$ cat src/core/qbp_pkg.sv
// package: constants for the quasi-bidirectional ports with edge interrupts
package qbp_pkg;
  localparam int          PORT_W      = 8;
  localparam int          IRQ_N       = 4;
  localparam int          IRQ_BASE    = 4;
  localparam logic [7:0]  LATCH_RESET = 8'hFF;
  localparam logic [3:0]  IRQ_RESET   = 4'hF;
  // 1 = rising edge, 0 = falling edge, per interrupt source (pins 4..7)
  localparam logic [3:0]  IRQ_RISING  = 4'h5;
  // strong high pulse after a 0->1 latch change
  localparam int          CLK_PERIOD_NS = 10;
  localparam int          KICK_TIME_NS  = 20;
  localparam int          KICK_CYC_INT  = (KICK_TIME_NS + CLK_PERIOD_NS - 1) / CLK_PERIOD_NS;
  localparam logic [3:0]  KICK_CYCLES   = 4'(KICK_CYC_INT < 1 ? 1 : KICK_CYC_INT);
  typedef struct packed {
    logic [7:0] addrLatch;
    logic [7:0] addrKick;
    logic [3:0] addrKickCnt;
    logic [3:0] irqLatch;
    logic [3:0] irqKick;
    logic [3:0] irqKickCnt;
    logic [3:0] irqSync1;
    logic [3:0] irqSync2;
    logic [3:0] irqPrev;
    logic [3:0] irqPulse;
    logic [3:0] irqPend;
    logic [7:0] addrSync1;
    logic [7:0] addrSync2;
    logic [3:0] irqPinSync1;
    logic [3:0] irqPinSync2;
    logic [7:0] addrPinOut;
    logic [7:0] addrPinOe;
    logic [7:0] addrStrong;
  } qbp_state_t;
endpackage

$ cat src/core/qbp_port.sv
// quasi-bidirectional address port plus upper half of interrupt port
// What this block does
// - pin4 alternate input: rising edge interrupt
// - pin5 alternate input: falling edge interrupt
// - pin6 alternate input: rising edge interrupt
// - pin7 alternate input: falling edge interrupt
// - address port latches reset to one
// - latch one: weak high, pin readable
// - written zero drives low until one
// - zero-to-one write gives brief strong high
// - after pulse, back to weak high
// - external fetch drives upper address bits
// - interrupt port latches reset to one
module qbp_port
  import qbp_pkg::*;
(
  // clock and reset
  input  wire logic             sys_clk,
  input  wire logic             resetn,
  // address port latch write
  input  wire logic             addrWrEn,
  input  wire logic [7:0]       addrWrData,
  // external program fetch
  input  wire logic             extFetch,
  input  wire logic [7:0]       upperAddr,
  // address port pins; oe low while the pin is driven
  input  wire logic [7:0]       addrPinIn,
  output logic      [7:0]       addrPinOut,
  output logic      [7:0]       addrPinOe_n,
  output logic      [7:0]       addrPinStrong,
  output logic      [7:0]       addrPinRead,
  // interrupt port (pins 4..7) latch write
  input  wire logic             irqWrEn,
  input  wire logic [3:0]       irqWrData,
  // interrupt port pins
  input  wire logic [3:0]       irqPinIn,
  output logic      [3:0]       irqPinOe_n,
  output logic      [3:0]       irqPinStrongHigh,
  output logic      [3:0]       irqPinRead,
  // interrupt pending flags, cleared per bit
  input  wire logic [3:0]       irqClear,
  output logic      [3:0]       irqPending
);
  qbp_state_t sReg;
  qbp_state_t sNext;

  always_comb begin
    sNext = sReg;
    // two-stage sync of every pin; stage one feeds stage two only
    sNext.addrSync1   = addrPinIn;
    sNext.addrSync2   = sReg.addrSync1;
    sNext.irqPinSync1 = irqPinIn;
    sNext.irqPinSync2 = sReg.irqPinSync1;
    sNext.irqPrev     = sReg.irqPinSync2;
    // address port latch with zero-to-one kick
    if (addrWrEn) begin
      sNext.addrLatch = addrWrData;
      sNext.addrKick  = addrWrData & ~sReg.addrLatch;
      if ((addrWrData & ~sReg.addrLatch) != 8'h00) begin
        sNext.addrKickCnt = KICK_CYCLES;
      end
    end else if (sReg.addrKickCnt != 4'h0) begin
      sNext.addrKickCnt = sReg.addrKickCnt - 4'h1;
      if (sReg.addrKickCnt == 4'h1) begin
        sNext.addrKick = 8'h00;
      end
    end
    if (irqWrEn) begin
      sNext.irqLatch = irqWrData;
      sNext.irqKick  = irqWrData & ~sReg.irqLatch;
      if ((irqWrData & ~sReg.irqLatch) != 4'h0) begin
        sNext.irqKickCnt = KICK_CYCLES;
      end
    end else if (sReg.irqKickCnt != 4'h0) begin
      sNext.irqKickCnt = sReg.irqKickCnt - 4'h1;
      if (sReg.irqKickCnt == 4'h1) begin
        sNext.irqKick = 4'h0;
      end
    end
    // edge detect per source; set wins over clear
    for (int i = 0; i < IRQ_N; i++) begin
      sNext.irqPulse[i] = IRQ_RISING[i] ? (sReg.irqPinSync2[i] & ~sReg.irqPrev[i])
                                        : (~sReg.irqPinSync2[i] & sReg.irqPrev[i]);
    end
    sNext.irqPend = (sReg.irqPend & ~irqClear) | sNext.irqPulse;
    // pin drive: fetch overrides latch with the address byte
    if (extFetch) begin
      sNext.addrPinOut = upperAddr;
      sNext.addrPinOe  = 8'h00;
      sNext.addrStrong = 8'hFF;
    end else begin
      sNext.addrPinOut = 8'h00;
      sNext.addrPinOe  = sNext.addrLatch;
      sNext.addrStrong = ~sNext.addrLatch | sNext.addrKick;
      for (int i = 0; i < PORT_W; i++) begin
        if (sNext.addrKick[i]) begin
          sNext.addrPinOut[i] = 1'b1;
          sNext.addrPinOe[i]  = 1'b0;
        end
      end
    end
    // registered so the pin enable comes straight from a flip-flop
    sNext.irqSync1 = sNext.irqLatch & ~sNext.irqKick;
    sNext.irqSync2 = sNext.irqKick;
  end

  always_ff @(posedge sys_clk or negedge resetn) begin
    if (!resetn) begin
      sReg             <= '0;
      sReg.addrLatch   <= LATCH_RESET;
      sReg.irqLatch    <= IRQ_RESET;
      sReg.addrPinOe   <= LATCH_RESET;
      sReg.irqSync1    <= IRQ_RESET;
      sReg.irqPinSync1 <= IRQ_RESET;
      sReg.irqPinSync2 <= IRQ_RESET;
      sReg.irqPrev     <= IRQ_RESET;
      sReg.addrSync1   <= LATCH_RESET;
      sReg.addrSync2   <= LATCH_RESET;
    end else begin
      sReg <= sNext;
    end
  end

  // irqSync1 holds the active-low enable, irqSync2 the strong-high kick for irq pins
  assign addrPinOut       = sReg.addrPinOut;
  assign addrPinOe_n      = sReg.addrPinOe;
  assign addrPinStrong    = sReg.addrStrong;
  assign addrPinRead      = sReg.addrSync2;
  assign irqPinOe_n       = sReg.irqSync1;
  assign irqPinStrongHigh = sReg.irqSync2;
  assign irqPinRead       = sReg.irqPinSync2;
  assign irqPending       = sReg.irqPend;

  reset_latch_a: assert property (@(posedge sys_clk) $rose(resetn) |-> addrPinOe_n == 8'hFF)
    else $error("address port not released high after reset");
  zero_drive_a: assert property (@(posedge sys_clk) disable iff (!resetn)
    addrWrEn && !extFetch && addrWrData[0] == 1'b0 |=> addrPinOe_n[0] == 1'b0 && addrPinOut[0] == 1'b0)
    else $error("written zero not driven low");
  kick_a: assert property (@(posedge sys_clk) disable iff (!resetn)
    addrWrEn && !extFetch && addrWrData[0] && !sReg.addrLatch[0] |=> addrPinOut[0] && addrPinStrong[0])
    else $error("no strong high after zero-to-one");
  kick_end_a: assert property (@(posedge sys_clk) disable iff (!resetn)
    $fell(sReg.addrKick[0]) && !extFetch && sReg.addrLatch[0] |=> addrPinOe_n[0] && !addrPinStrong[0])
    else $error("pin not back to weak high");
  fetch_addr_a: assert property (@(posedge sys_clk) disable iff (!resetn)
    extFetch |=> addrPinOut == $past(upperAddr) && addrPinOe_n == 8'h00)
    else $error("address byte not driven during fetch");
  rise_a: assert property (@(posedge sys_clk) disable iff (!resetn)
    $rose(sReg.irqPinSync2[0]) |=> irqPending[0])
    else $error("rising edge on pin4 missed");
  fall_a: assert property (@(posedge sys_clk) disable iff (!resetn)
    $fell(sReg.irqPinSync2[1]) |=> irqPending[1])
    else $error("falling edge on pin5 missed");
  rise_b_a: assert property (@(posedge sys_clk) disable iff (!resetn)
    $rose(sReg.irqPinSync2[2]) |=> irqPending[2])
    else $error("rising edge on pin6 missed");
  fall_b_a: assert property (@(posedge sys_clk) disable iff (!resetn)
    $fell(sReg.irqPinSync2[3]) |=> irqPending[3])
    else $error("falling edge on pin7 missed");
  sync_delay_a: assert property (@(posedge sys_clk) disable iff (!resetn)
    ##2 irqPinRead == $past(irqPinIn, 2))
    else $error("interrupt pin sync depth wrong");
  irq_reset_a: assert property (@(posedge sys_clk) $rose(resetn) |-> irqPinOe_n == 4'hF)
    else $error("interrupt port not released high");
  weak_read_a: assert property (@(posedge sys_clk) disable iff (!resetn)
    ##2 addrPinRead == $past(addrPinIn, 2))
    else $error("address pin read path wrong");

  // the interrupt port pins follow the same quasi-bidirectional scheme
  irq_low_a: assert property (@(posedge sys_clk) disable iff (!resetn)
    irqWrEn && irqWrData[0] == 1'b0 |=> !irqPinOe_n[0] && !irqPinStrongHigh[0])
    else $error("interrupt latch zero not driven low");
  irq_kick_a: assert property (@(posedge sys_clk) disable iff (!resetn)
    irqWrEn && irqWrData[0] && !sReg.irqLatch[0] |=> !irqPinOe_n[0] && irqPinStrongHigh[0])
    else $error("no strong high on interrupt pin after zero-to-one");
  irq_kick_end_a: assert property (@(posedge sys_clk) disable iff (!resetn)
    $fell(sReg.irqKick[0]) && sReg.irqLatch[0] && !irqWrEn |=> irqPinOe_n[0])
    else $error("interrupt pin not back to weak high");

  // the kick length is fixed by the counter load, not by the write pattern
  kick_len_a: assert property (@(posedge sys_clk) disable iff (!resetn)
    $rose(sReg.addrKick[0]) |-> sReg.addrKickCnt == KICK_CYCLES)
    else $error("kick counter not loaded with its length");
  fetch_strong_a: assert property (@(posedge sys_clk) disable iff (!resetn)
    extFetch |=> addrPinStrong == 8'hFF)
    else $error("address byte not driven strongly during fetch");

  // a clear that meets a fresh edge must lose, or the event is dropped
  set_wins_a: assert property (@(posedge sys_clk) disable iff (!resetn)
    irqClear[1] && sNext.irqPulse[1] |=> irqPending[1])
    else $error("clear beat a new interrupt edge");

  // per-bit hold of the drive state while nothing is written
  for (genvar b = 0; b < PORT_W; b++) begin : g_bit_chk
    zero_hold_a: assert property (@(posedge sys_clk) disable iff (!resetn)
      !sReg.addrLatch[b] && !addrWrEn && !extFetch |=> !addrPinOe_n[b])
      else $error("written zero released without a write");
    weak_hold_a: assert property (@(posedge sys_clk) disable iff (!resetn)
      sReg.addrLatch[b] && !sReg.addrKick[b] && !addrWrEn && !extFetch |=> addrPinOe_n[b])
      else $error("latched one not left at weak high");
  end

  // pending flags are sticky until software clears them
  for (genvar k = 0; k < IRQ_N; k++) begin : g_pend_chk
    pend_hold_a: assert property (@(posedge sys_clk) disable iff (!resetn)
      irqPending[k] && !irqClear[k] |=> irqPending[k])
      else $error("pending flag dropped without a clear");
  end

  kick_seen_c: cover property (@(posedge sys_clk) disable iff (!resetn) $rose(sReg.addrKick[0]));
  irq_kick_c:  cover property (@(posedge sys_clk) disable iff (!resetn) $rose(sReg.irqKick[0]));
  fetch_c:     cover property (@(posedge sys_clk) disable iff (!resetn) extFetch ##1 !extFetch);
  pend_c:      cover property (@(posedge sys_clk) disable iff (!resetn) irqPending == 4'hF);
  clr_c:       cover property (@(posedge sys_clk) disable iff (!resetn) |(irqClear & sNext.irqPulse));
endmodule

$ cat config.mk
export PLATFORM = sky130hd
export DESIGN_NAME = qbp_port
export DESIGN_NICKNAME = d
export VERILOG_FILES = /design/src/core/qbp_pkg.sv /design/src/core/qbp_port.sv
export SDC_FILE = /design/constraint.sdc
export NUM_CORES = 1
export LEC_CHECK = 0
export BUFFER_PORTS_ARGS = -buffer_cell sky130_fd_sc_hd__buf_2
export CAP_MARGIN = 20
export CORE_MARGIN = 2
export CORE_UTILIZATION = 45
export CTS_CLUSTER_SIZE = 10
export DETAILED_ROUTE_END_ITERATION = 10
export GPL_ROUTABILITY_DRIVEN = 1
export PLACE_DENSITY = 0.81
export RECOVER_POWER = 100
export SLEW_MARGIN = 30
export SYNTH_ARGS = -nofsm -noshare
export SYNTH_HDL_FRONTEND = slang
export SYNTH_SLANG_ARGS = --single-unit
$ cat constraint.sdc
create_clock -name sys_clk -period 1.98 [get_ports sys_clk]
set_clock_uncertainty 0.1 [all_clocks]
set_input_delay 0.495 -clock sys_clk [delete_from_list [all_inputs] [get_ports sys_clk]]
set_output_delay 0.495 -clock sys_clk [all_outputs]
set_load 0.02 [all_outputs]
==> results of run 1 <==
-- layout by cell type (no fill, tap or decap), types with 2 or more instances in the layout --
master	n
clkbuf_1	51
dfstp_2	46
dfrtp_1	40
buf_2	37
mux2_2	17
inv_1	16
nand2_1	11
nand2b_1	10
o21ai_0	10
clkbuf_8	10
a21oi_1	9
nor2b_1	8
a22o_1	8
nand4b_1	8
and4b_1	7
o2bb2ai_1	6
dfstp_1	6
o22ai_1	4
ha_1	4
buf_4	4
clkinv_2	3
nor2_1	2
a31oi_1	2
mux2i_1	2
a2bb2oi_1	2
nor3_1	2
clkbuf_4	2
-- final cells by class --
| cell class | count | area [sq um] |
|---|---|---|
| well taps | 105 | 131 |
| repair buffers | 94 | 422 |
| clock inverters | 6 | 62.6 |
| inverters | 17 | 63.8 |
| diodes | 1 | 2.50 |
| multi-input cells | 128 | 995 |
| fillers | 751 | 4040 |
| clock buffers | 10 | 138 |
| flip-flops and latches | 92 | 2370 |
-- worst register-to-register path: stages (launching register included) --
cell and delay (ns):
dfrtp_1 0.40, inv_1 0.10, ha_1 0.22, buf_4 0.14
or3b_2 0.48, a21oi_1 0.17, a2bb2oi_1 0.17
-- report_power, final --
part / switching, mW / internal, mW / total [mW]
Combinational: 0.457 / 0.335 / 0.792
Sequential: 0.129 / 2.14 / 2.27
Clock: 0.633 / 0.618 / 1.25
-- final timing paths --
path,from,to,slack (ns),cells past startpoint
min in group asynchronous,resetn,addrPinOut[1]$_DFF_PN0_,0.42,2
worst min register to register,sNext[38]$_DFF_PN1_,addrPinRead[6]$_DFF_PN1_,0.26,0
worst max-delay path,sReg[81]$_DFFE_PN0P_,sReg[81]$_DFFE_PN0P_,0.11,6
worst min-delay path,irqPinIn[1],sNext[25]$_DFF_PN1_,0.14,1
worst max register to register,sReg[81]$_DFFE_PN0P_,sReg[81]$_DFFE_PN0P_,0.11,6
max in group asynchronous,resetn,sReg[70]$_DFFE_PN0P_,0.63,2
-- cells by family (layout without fill, tap and decap cells) --
| group | after synthesis | count (layout) |
|---|---|---|
| fa+ha+maj | 4 | 4 |
| other cells | 0 | 1 |
| compound gates | 45 | 45 |
| xor+xnor | 1 | 1 |
| mux | 19 | 19 |
| buf+inv | 73 | 127 |
| simple gates | 59 | 59 |
| flops | 92 | 92 |
-- layer usage --
| layer | vias to the layer above | share of wire |
|---|---|---|
| li1 | 1051 | - |
| met1 | 1115 | 0.40 |
| met2 | 65 | 0.51 |
| met3 | 9 | 0.077 |
| met4 | 0 | 0.0091 |
| met5 | - | 0 |
-- what timing repair did --
| action | CTS | global route |
|---|---|---|
| gates resized for setup | 2 | 1 |
| pin swaps | 0 | 1 |
| setup endpoints to repair | 1 | 9 |
| gates cloned | 0 | 0 |
-- state kept, by name, indices dropped and copies added (netlist names) --
register          cells
irqPinOe_n            4
addrPinOut            8
addrPinRead           8
irqPinStrongHigh      4
irqPinRead            4
addrPinStrong         8
addrPinOe_n           8
irqPending            4
sNext                12
sReg                 32
-- metrics by stage --
| stage | utilization | setup WS, ns |
|---|---|---|
| 3_5_place_dp | 0.494 | -0.00620 |
| 6_report | 0.509 | 0.114 |
| 5_1_grt | 0.509 | 0.0115 |
| 3_3_place_gp | 0.494 | 0.109 |
| 4_1_cts | 0.520 | 0.0337 |
| 2_1_floorplan | - | 0.173 |
-- Yosys cell counts --
master	instances	area share
nand4_1	1	0.0016
ha_1	4	0.013
o2bb2ai_2	2	0.0078
and4_2	1	0.0026
a31oi_1	2	0.0033
nor4_2	1	0.0033
o21a_1	1	0.0020
clkinv_1	1	0.00098
o22ai_1	4	0.0065
nor2_1	2	0.0020
buf_4	48	0.094
o21ai_0	10	0.013
a2bb2oi_1	2	0.0046
nor2_2	1	0.0016
nor4b_2	1	0.0039
a22o_1	8	0.018
o211ai_1	1	0.0020
or2_2	1	0.0016
nand2_1	11	0.011
a22o_2	1	0.0026
dfrtp_1	40	0.26
and4b_1	7	0.018
nand4b_1	8	0.018
buf_1	1	0.00098
and2b_2	1	0.0023
buf_6	1	0.0029
or3b_2	1	0.0023
mux2_2	17	0.050
a2111oi_0	1	0.0023
buf_2	2	0.0026
nor2b_1	8	0.013
a21oi_1	9	0.012
nor3_1	2	0.0026
xnor2_1	1	0.0023
and2b_1	1	0.0020
dfstp_2	52	0.36
and4b_2	1	0.0029
clkbuf_1	4	0.0039
inv_1	16	0.016
or3_1	1	0.0016
mux2i_1	2	0.0052
nand2b_1	10	0.016
o2bb2ai_1	4	0.0091
==> results_dict.tcl, run 1 <==
set metrics [dict create \
    outcome "finished clean" \
    instances_no_fill 453 \
    crit_chain "inv_1 -> ha_1 -> buf_4 -> or3b_2 -> a21oi_1 -> a2bb2oi_1" \
    io-pin-count 89 \
    worstPathMaxFanout 3 \
    antenna_found_initial 1 \
    routedWlPerCell_um 14.1 \
    grt_max_degree 93 \
    ys_ff_latch 92 \
    hp-class "in -> reg" \
    cts_buffers 9 \
    finalWirelength_um 6390 \
    grt_busiest_layer "met2" \
    final_hold_viol_count 0 \
    grtUsageMet2 0.256 \
    rsz0062_at_grt "false" \
    setup_violations 0 \
    syn-cell-area_sq_um 3830 \
    fin_nets 387 \
    dpl_cell_area_sq_um 4060 \
    crit_type "reg -> reg" \
    synth_compound_area_frac 0.0833 \
    ys_warn_count 0 \
    cpPeakStageDelay_ns 0.48 \
    grt_util_all_layers 0.148 \
    grt-ovfl-total 0 \
    tns_ns 0 \
    synth_area_per_cell_sq_um 13.1 \
    fin_crit_ns 1.87 \
    final_max_slew_viol_count 0 \
    drive_gt1_frac 0.372 \
    rows 33 \
    worst_pin_slew_ns 1.18 \
    met1_usage 0.163 \
    cp.buffers_inverters 2 \
    cp_data_arrival_time_ns 2.04 \
    grt_first_pass_wirelength_um 10500 \
    muxShareOfSynthArea 0.0552 \
    clock-root-buffer "clkbuf_8" \
    h-tree-depth 3 \
    fp.dieH_um 96.3 \
    slowest_stage "or3b_2" \
    hold_buffers 0 \
    worst_hold_slack_ns 0.136 \
    synth-adder-area-share 0.0131 \
    ir_drop_uv 595 \
    clock_latency_ns 0.35 \
    synth_seq_area_share 0.618 \
    hpwlAfterDp_um 4530 \
    area_growth_pct 9.14 \
    synth_top_family_by_area "buffers and inverters" \
    first_iter_violations 75 \
    synth_cells 293 \
    io_buffer_count 88 \
    cts_tree "done" \
    firstDrtPassIters 4 \
    grt_pass1_vias 2322 \
    die_x_um 96.3 \
    coreArea_sq_um 8220 \
    cts_setup_buffers 0 \
    p_leak_nw 1.79 \
    worst_setup_path_end_kind "register" \
    ant_nets 0 \
    crit_path_start_kind "register" \
    clk_pin_slew_ns 0.09 \
    synth_fp_nets 338 \
    gp_congestion 0.759 \
    power.density_nw_per_um2 1030 \
    path_delay_family "simple AND/OR/NAND/NOR gates" \
    synth-simple-area-share 0.107 \
    cts.path.max_buffers 2 \
    die_area_sq_um 9270 \
    worstPathRequired_ns 2.16 \
    synth.distinct_cells 43 \
    synth_xor_area_frac 0.00229 \
    fin_total_pwr_mw 4.31 \
    drv_cap 0 \
    grt_use_met3 0.0642 \
    vias 2240 \
    slew_headroom 0.213 \
    drt_drc_violations_left 0 \
    cts.sink_count 92 \
    timing.final.crit_share 0.942 \
    dp_cells 436 \
    initial_core_util 0.466 \
    viasPerCell 4.94 \
    design_area_sq_um 4180 \
    fmax_mhz 536 \
]
(Power assumes the default switching activity.)
==> inputs of run 2 (changes only) <==
--- a/config.mk
+++ b/config.mk
@@ -8,11 +8,11 @@
 export BUFFER_PORTS_ARGS = -buffer_cell sky130_fd_sc_hd__buf_2
 export CAP_MARGIN = 20
 export CORE_MARGIN = 2
-export CORE_UTILIZATION = 45
+export CORE_UTILIZATION = 53
 export CTS_CLUSTER_SIZE = 10
 export DETAILED_ROUTE_END_ITERATION = 10
 export GPL_ROUTABILITY_DRIVEN = 1
-export PLACE_DENSITY = 0.81
+export PLACE_DENSITY = 0.91
 export RECOVER_POWER = 100
 export SLEW_MARGIN = 30
 export SYNTH_ARGS = -nofsm -noshare
==> run 2 against run 1 <==
Compared with the run above: worst setup slack got worse by 0.080 ns; global-route usage rose by 2.5 points; total power rose by 4.0%; sequential power barely moved; sequential share of layout area fell by 1.7 points; maximum frequency fell by 4.1%; final cell count fell by 1.1%; critical path depth did not move; core utilization rose by 11 points; first-iteration DRC count fell by 56%; critical endpoint is now addrPinOut[1]$_DFF_PN0_.
==> results_dict.tcl, run 2 (synthesized netlist as in run 1, its figures left out) <==
set metrics [dict create \
    cp_data_arrival_time_ns 2.07 \
    outcome "finished clean" \
    io_buffer_count 88 \
    fmax_mhz 514 \
    layout_commonest_cell "buf_2" \
    combPwrFrac 0.188 \
    cts.sink_count 92 \
    cts.path.max_buffers 2 \
    die_x_um 89.0 \
    ant_nets 0 \
    first_iter_violations 33 \
    routedWlPerCell_um 14.6 \
    drt_drc_violations_left 0 \
    cp.buffers_inverters 1 \
    fin_ws_ns 0.0343 \
    worstPathRequired_ns 2.11 \
    final_cell_mix "buf_2, dfstp_2, dfrtp_1" \
    grt_first_pass_wirelength_um 10400 \
    switching_power_mw 1.21 \
    cpPeakStageDelay_ns 0.38 \
    switching_share 0.270 \
    hp-class "in -> reg" \
    fin_crit_ns 1.95 \
    worst_pin_slew_ns 0.857 \
    power_frac_clock 0.305 \
    slew_headroom 0.428 \
    seq_power_share 0.507 \
    crit_path_start_kind "register" \
    instances_no_fill 448 \
    initial_core_util 0.555 \
    cts_tree "done" \
    internal-power_mw 3.27 \
    die_area_sq_um 7920 \
    top_register "sReg" \
    n_antenna_cell 0 \
    dp_cells 428 \
    slowest_stage "dfrtp_1" \
    grt_max_degree 34 \
    dpl_cell_area_sq_um 4070 \
    setup_violations 0 \
    fin_nets 392 \
    path_delay_family "simple AND/OR/NAND/NOR gates" \
    final_hold_viol_count 0 \
    timing.final.crit_share 0.983 \
    power.density_nw_per_um2 1040 \
    crit_chain "inv_1 -> ha_1 -> nor4b_4 -> nor2_4 -> a22o_1 -> mux2_2" \
    rows 30 \
    h-tree-depth 3 \
    fp.dieH_um 89.0 \
    vias 2230 \
    drv_cap 0 \
    finalWirelength_um 6540 \
    grt_pass1_vias 2225 \
    clock-root-buffer "clkbuf_8" \
    worstPathMaxFanout 15 \
    grt-ovfl-total 0 \
    design_area_sq_um 4310 \
    crit_type "reg -> reg" \
    drive_gt1_frac 0.460 \
    largest_reg_flops 32 \
    grt_util_all_layers 0.173 \
    hpwlAfterDp_um 4640 \
    clock_latency_ns 0.34 \
    firstDrtPassIters 4 \
    gp_congestion 0.749 \
    cts_buffers 9 \
    worst_setup_path_end_kind "register" \
    p_leak_nw 1.92 \
    coreArea_sq_um 6910 \
    clk_pin_slew_ns 0.09 \
    viasPerCell 4.98 \
    final_max_slew_viol_count 0 \
    ir_drop_uv 485 \
    antenna_found_initial 0 \
    io-pin-count 89 \
    area_growth_pct 12.4 \
    place_ws_ns 0.0553 \
]
[run 2: changes by cell type in the layout (fill, tap and decap cells not counted), sizes merged]
cell,previous run,this run
dlygate4sd3,0,1
clkinv,5,1
clkbuf,63,43
diode,1,0
buf,41,69
inv,17,16
clkinvlp,0,1
[run 2: worst paths after layout]
| check | startpoint | endpoint | slack [ns] | cells after the start |
|---|---|---|---|---|
| min in group asynchronous | resetn | addrPinOut[3]$_DFF_PN0_ | 0.69 | 2 |
| worst min-delay path | addrPinIn[6] | sNext[38]$_DFF_PN1_ | 0.14 | 1 |
| worst max-delay path | sReg[81]$_DFFE_PN0P_ | addrPinOut[1]$_DFF_PN0_ | 0.03 | 6 |
| worst max register to register | sReg[81]$_DFFE_PN0P_ | addrPinOut[1]$_DFF_PN0_ | 0.03 | 6 |
| max in group asynchronous | resetn | sNext[24]$_DFF_PN1_ | 0.35 | 3 |
| worst min register to register | sNext[35]$_DFF_PN1_ | addrPinRead[3]$_DFF_PN1_ | 0.26 | 0 |
[run 2: metal layers]
metal / up-vias / GRT usage / wire length, um
met3: 7 / 0.0388 / 331
met1: 1097 / 0.239 / 3050
met5: - / 0 / 0
li1: 1062 / - / -
met4: 0 / 0.0692 / 51
met2: 64 / 0.268 / 3100
[run 2: per-stage QoR]
stage / hold slack, ns / utilization / TNS [ns] / total power, mW
global placement: 0.245 / 0.589 / 0 / 3.07
global route: 0.119 / 0.624 / -0.00573 / 4.72
floorplan: 0.0994 / - / 0 / 2.93
detailed placement: 0.247 / 0.589 / 0 / 3.14
finish: 0.141 / 0.624 / 0 / 4.48
CTS: 0.123 / 0.624 / 0 / 4.52
[run 2: final cells by class]
class | count | area (sq um)
inverter | 17 | 63.8
tap | 96 | 120
clock inverter | 2 | 37.5
fill | 546 | 2600
timing repair buffer | 99 | 512
sequential | 92 | 2370
clock buffer | 14 | 194
multi-input combinational | 128 | 1010
[run 2: repair_timing]
action / CTS / global route
setup buffers: 0 / 3
setup endpoints to repair: 0 / 14
hold buffers: 1 / 0
hold endpoints to repair: 18 / 0
gates resized for setup: 0 / 2
[run 2: power by group through the flow]
stage	logic, mW	registers [mW]	clock network, mW
floorplan	0.663	2.27	0
global placement	0.794	2.28	0
detailed placement	0.840	2.30	0
CTS	0.843	2.26	1.41
global route	0.941	2.30	1.49
finish	0.842	2.27	1.37
==> inputs of run 3 (changes only) <==
--- a/config.mk
+++ b/config.mk
@@ -14,6 +14,7 @@
 export GPL_ROUTABILITY_DRIVEN = 1
 export PLACE_DENSITY = 0.91
 export RECOVER_POWER = 100
+export SETUP_SLACK_MARGIN = 0.4
 export SLEW_MARGIN = 30
 export SYNTH_ARGS = -nofsm -noshare
 export SYNTH_HDL_FRONTEND = slang
==> run 3 against run 2 <==
Compared with the run above: flip-flop and latch count is the same; sequential power hardly changed; critical path type unchanged; critical path depth rose by 1; global-route usage is 1.8 points higher; register-to-register slack gained 0.03 ns; sequential share of layout area is 1.7 points lower; total power rose by 0.63%; worst setup slack improved by 0.032 ns; core utilization increased by 2.0 points; non-clock buffer count rose by 16.
==> results_dict.tcl, run 3 (synthesized netlist as in run 1, its figures left out) <==
set metrics [dict create \
    grt_pass1_vias 2470 \
    ant_nets 0 \
    grt_util_all_layers 0.191 \
    n_fill_cell 523 \
    worstPathRequired_ns 2.13 \
    rows 30 \
    first_iter_violations 102 \
    final_max_slew_viol_count 0 \
    io_buffer_count 88 \
    wl_met2_um 3950 \
    clock-root-buffer "clkbuf_8" \
    layout_commonest_cell "clkbuf_1" \
    die_x_um 89.0 \
    highest_layer "met4" \
    cts.sink_count 92 \
    place_ws_ns 0.00984 \
    fmax_mhz 523 \
    top_register "sReg" \
    setup_violations 0 \
    crit_type "reg -> reg" \
    die_area_sq_um 7920 \
    grt-ovfl-total 0 \
    io-pin-count 89 \
    seq_area_sq_um 2370 \
    p_leak_nw 1.91 \
    final_cell_mix "clkbuf_1, dfstp_2, dfrtp_1" \
    final_hold_viol_count 0 \
    fin_crit_ns 1.91 \
    clk_pin_slew_ns 0.09 \
    vias 2386 \
    slew_headroom 0.221 \
    coreArea_sq_um 6910 \
    cp_data_arrival_time_ns 2.06 \
    cts_tree "done" \
    routedWlPerCell_um 16.1 \
    largest_reg_flops 32 \
    initial_core_util 0.555 \
    grt_first_pass_wirelength_um 11300 \
    wl_met3_um 501 \
    firstDrtPassIters 4 \
    multiInputGateArea_sq_um 1110 \
    rsz0062_at_grt "true" \
    area_growth_pct 16.0 \
    hold_buffers 0 \
    gp_congestion 0.834 \
    finalWirelength_um 7510 \
    drv_cap 0 \
    drive_gt1_frac 0.455 \
    hpwlAfterDp_um 4450 \
    antenna_found_initial 0 \
    timing.final.crit_share 0.966 \
    cts_buffers 9 \
    fin_ws_ns 0.0667 \
    ir_drop_uv 350 \
    worst_pin_slew_ns 1.17 \
    drt_drc_violations_left 0 \
    power.density_nw_per_um2 1010 \
    viasPerCell 5.13 \
    fp.dieH_um 89.0 \
    outcome "finished clean" \
    h-tree-depth 3 \
    worstPathMaxFanout 7 \
    worst_setup_path_end_kind "register" \
    clock_latency_ns 0.36 \
    hp-class "in -> reg" \
    fin_nets 409 \
    crit_path_start_kind "register" \
    n_antenna_cell 0 \
    grt_max_degree 93 \
    cts.path.max_buffers 2 \
    tns_ns 0 \
    drt-met1-wl_um 2900 \
]
-- run 3: cell types whose count changed in the layout (fill, tap and decap cells not counted), sizes merged --
cell / before / now
clkbuf: 43 / 68
buf: 69 / 57
clkinv: 1 / 4
bufinv: 1 / 0
clkinvlp: 1 / 2
dlygate4sd3: 1 / 0
inv: 16 / 17
nor2: 3 / 4
-- run 3: layout make-up --
class                   instances  share of cell area
clock buffers                  10              0.0310
clock inverters                 6             0.00873
inverters                      17              0.0144
multi-input cells             129               0.250
flip-flops and latches         92               0.533
well taps                      96              0.0270
repair buffers                115               0.137
-- run 3: report_power, final --
part / internal, mW / switching (mW)
sequential: 2.14 / 0.146
clock: 0.488 / 0.635
combinational: 0.514 / 0.588
total: 3.14 / 1.37
-- run 3: per-stage QoR --
stage / hold WS [ns] / std cells / power, mW / util / area [sq um]
floorplan: 0.0994 / 293 / 2.94 / - / 3840
global placement: 0.246 / 426 / 3.06 / 0.586 / 4050
detailed placement: 0.247 / 426 / 3.11 / 0.586 / 4050
CTS: 0.0878 / 459 / 4.46 / 0.664 / 4590
global route: 0.115 / 465 / 4.72 / 0.643 / 4440
finish: 0.132 / 465 / 4.51 / 0.643 / 4440
-- run 3: critical path, cell delays in order, from the launching register on --
cell and delay [ns]:
dfrtp_1 0.42, inv_2 0.10, ha_4 0.18, nor4b_4 0.19, buf_4 0.18, nor2_4 0.07
a22o_1 0.28, mux2_4 0.29
-- run 3: path summary, 6_finish.rpt --
check	start	end	slack, ns	cells past startpoint
max	sReg[81]$_DFFE_PN0P_	addrPinOut[0]$_DFF_PN0_	0.07	7
min	addrPinIn[3]	sNext[35]$_DFF_PN1_	0.13	1
max reg2reg	sReg[81]$_DFFE_PN0P_	addrPinOut[0]$_DFF_PN0_	0.07	7
min reg2reg	sNext[36]$_DFF_PN1_	addrPinRead[4]$_DFF_PN1_	0.26	0
max in group asynchronous	resetn	addrPinStrong[4]$_DFF_PN0_	0.66	2
min in group asynchronous	resetn	sReg[71]$_DFFE_PN0P_	0.41	2
-- run 3: metal layers --
| layer | vias to the layer above | track usage |
|---|---|---|
| met4 | 0 | 0.0896 |
| met2 | 77 | 0.322 |
| met1 | 1191 | 0.218 |
| li1 | 1105 | - |
| met3 | 13 | 0.0674 |
| met5 | - | 0 |
-- run 3: what timing repair did --
item | 4_1_cts | 5_1_grt
resized for setup | 70 | 12
setup buffers | 16 | 6
setup endpoints to repair | 63 | 64
pin swaps | 17 | 10
gates cloned | 1 | 0
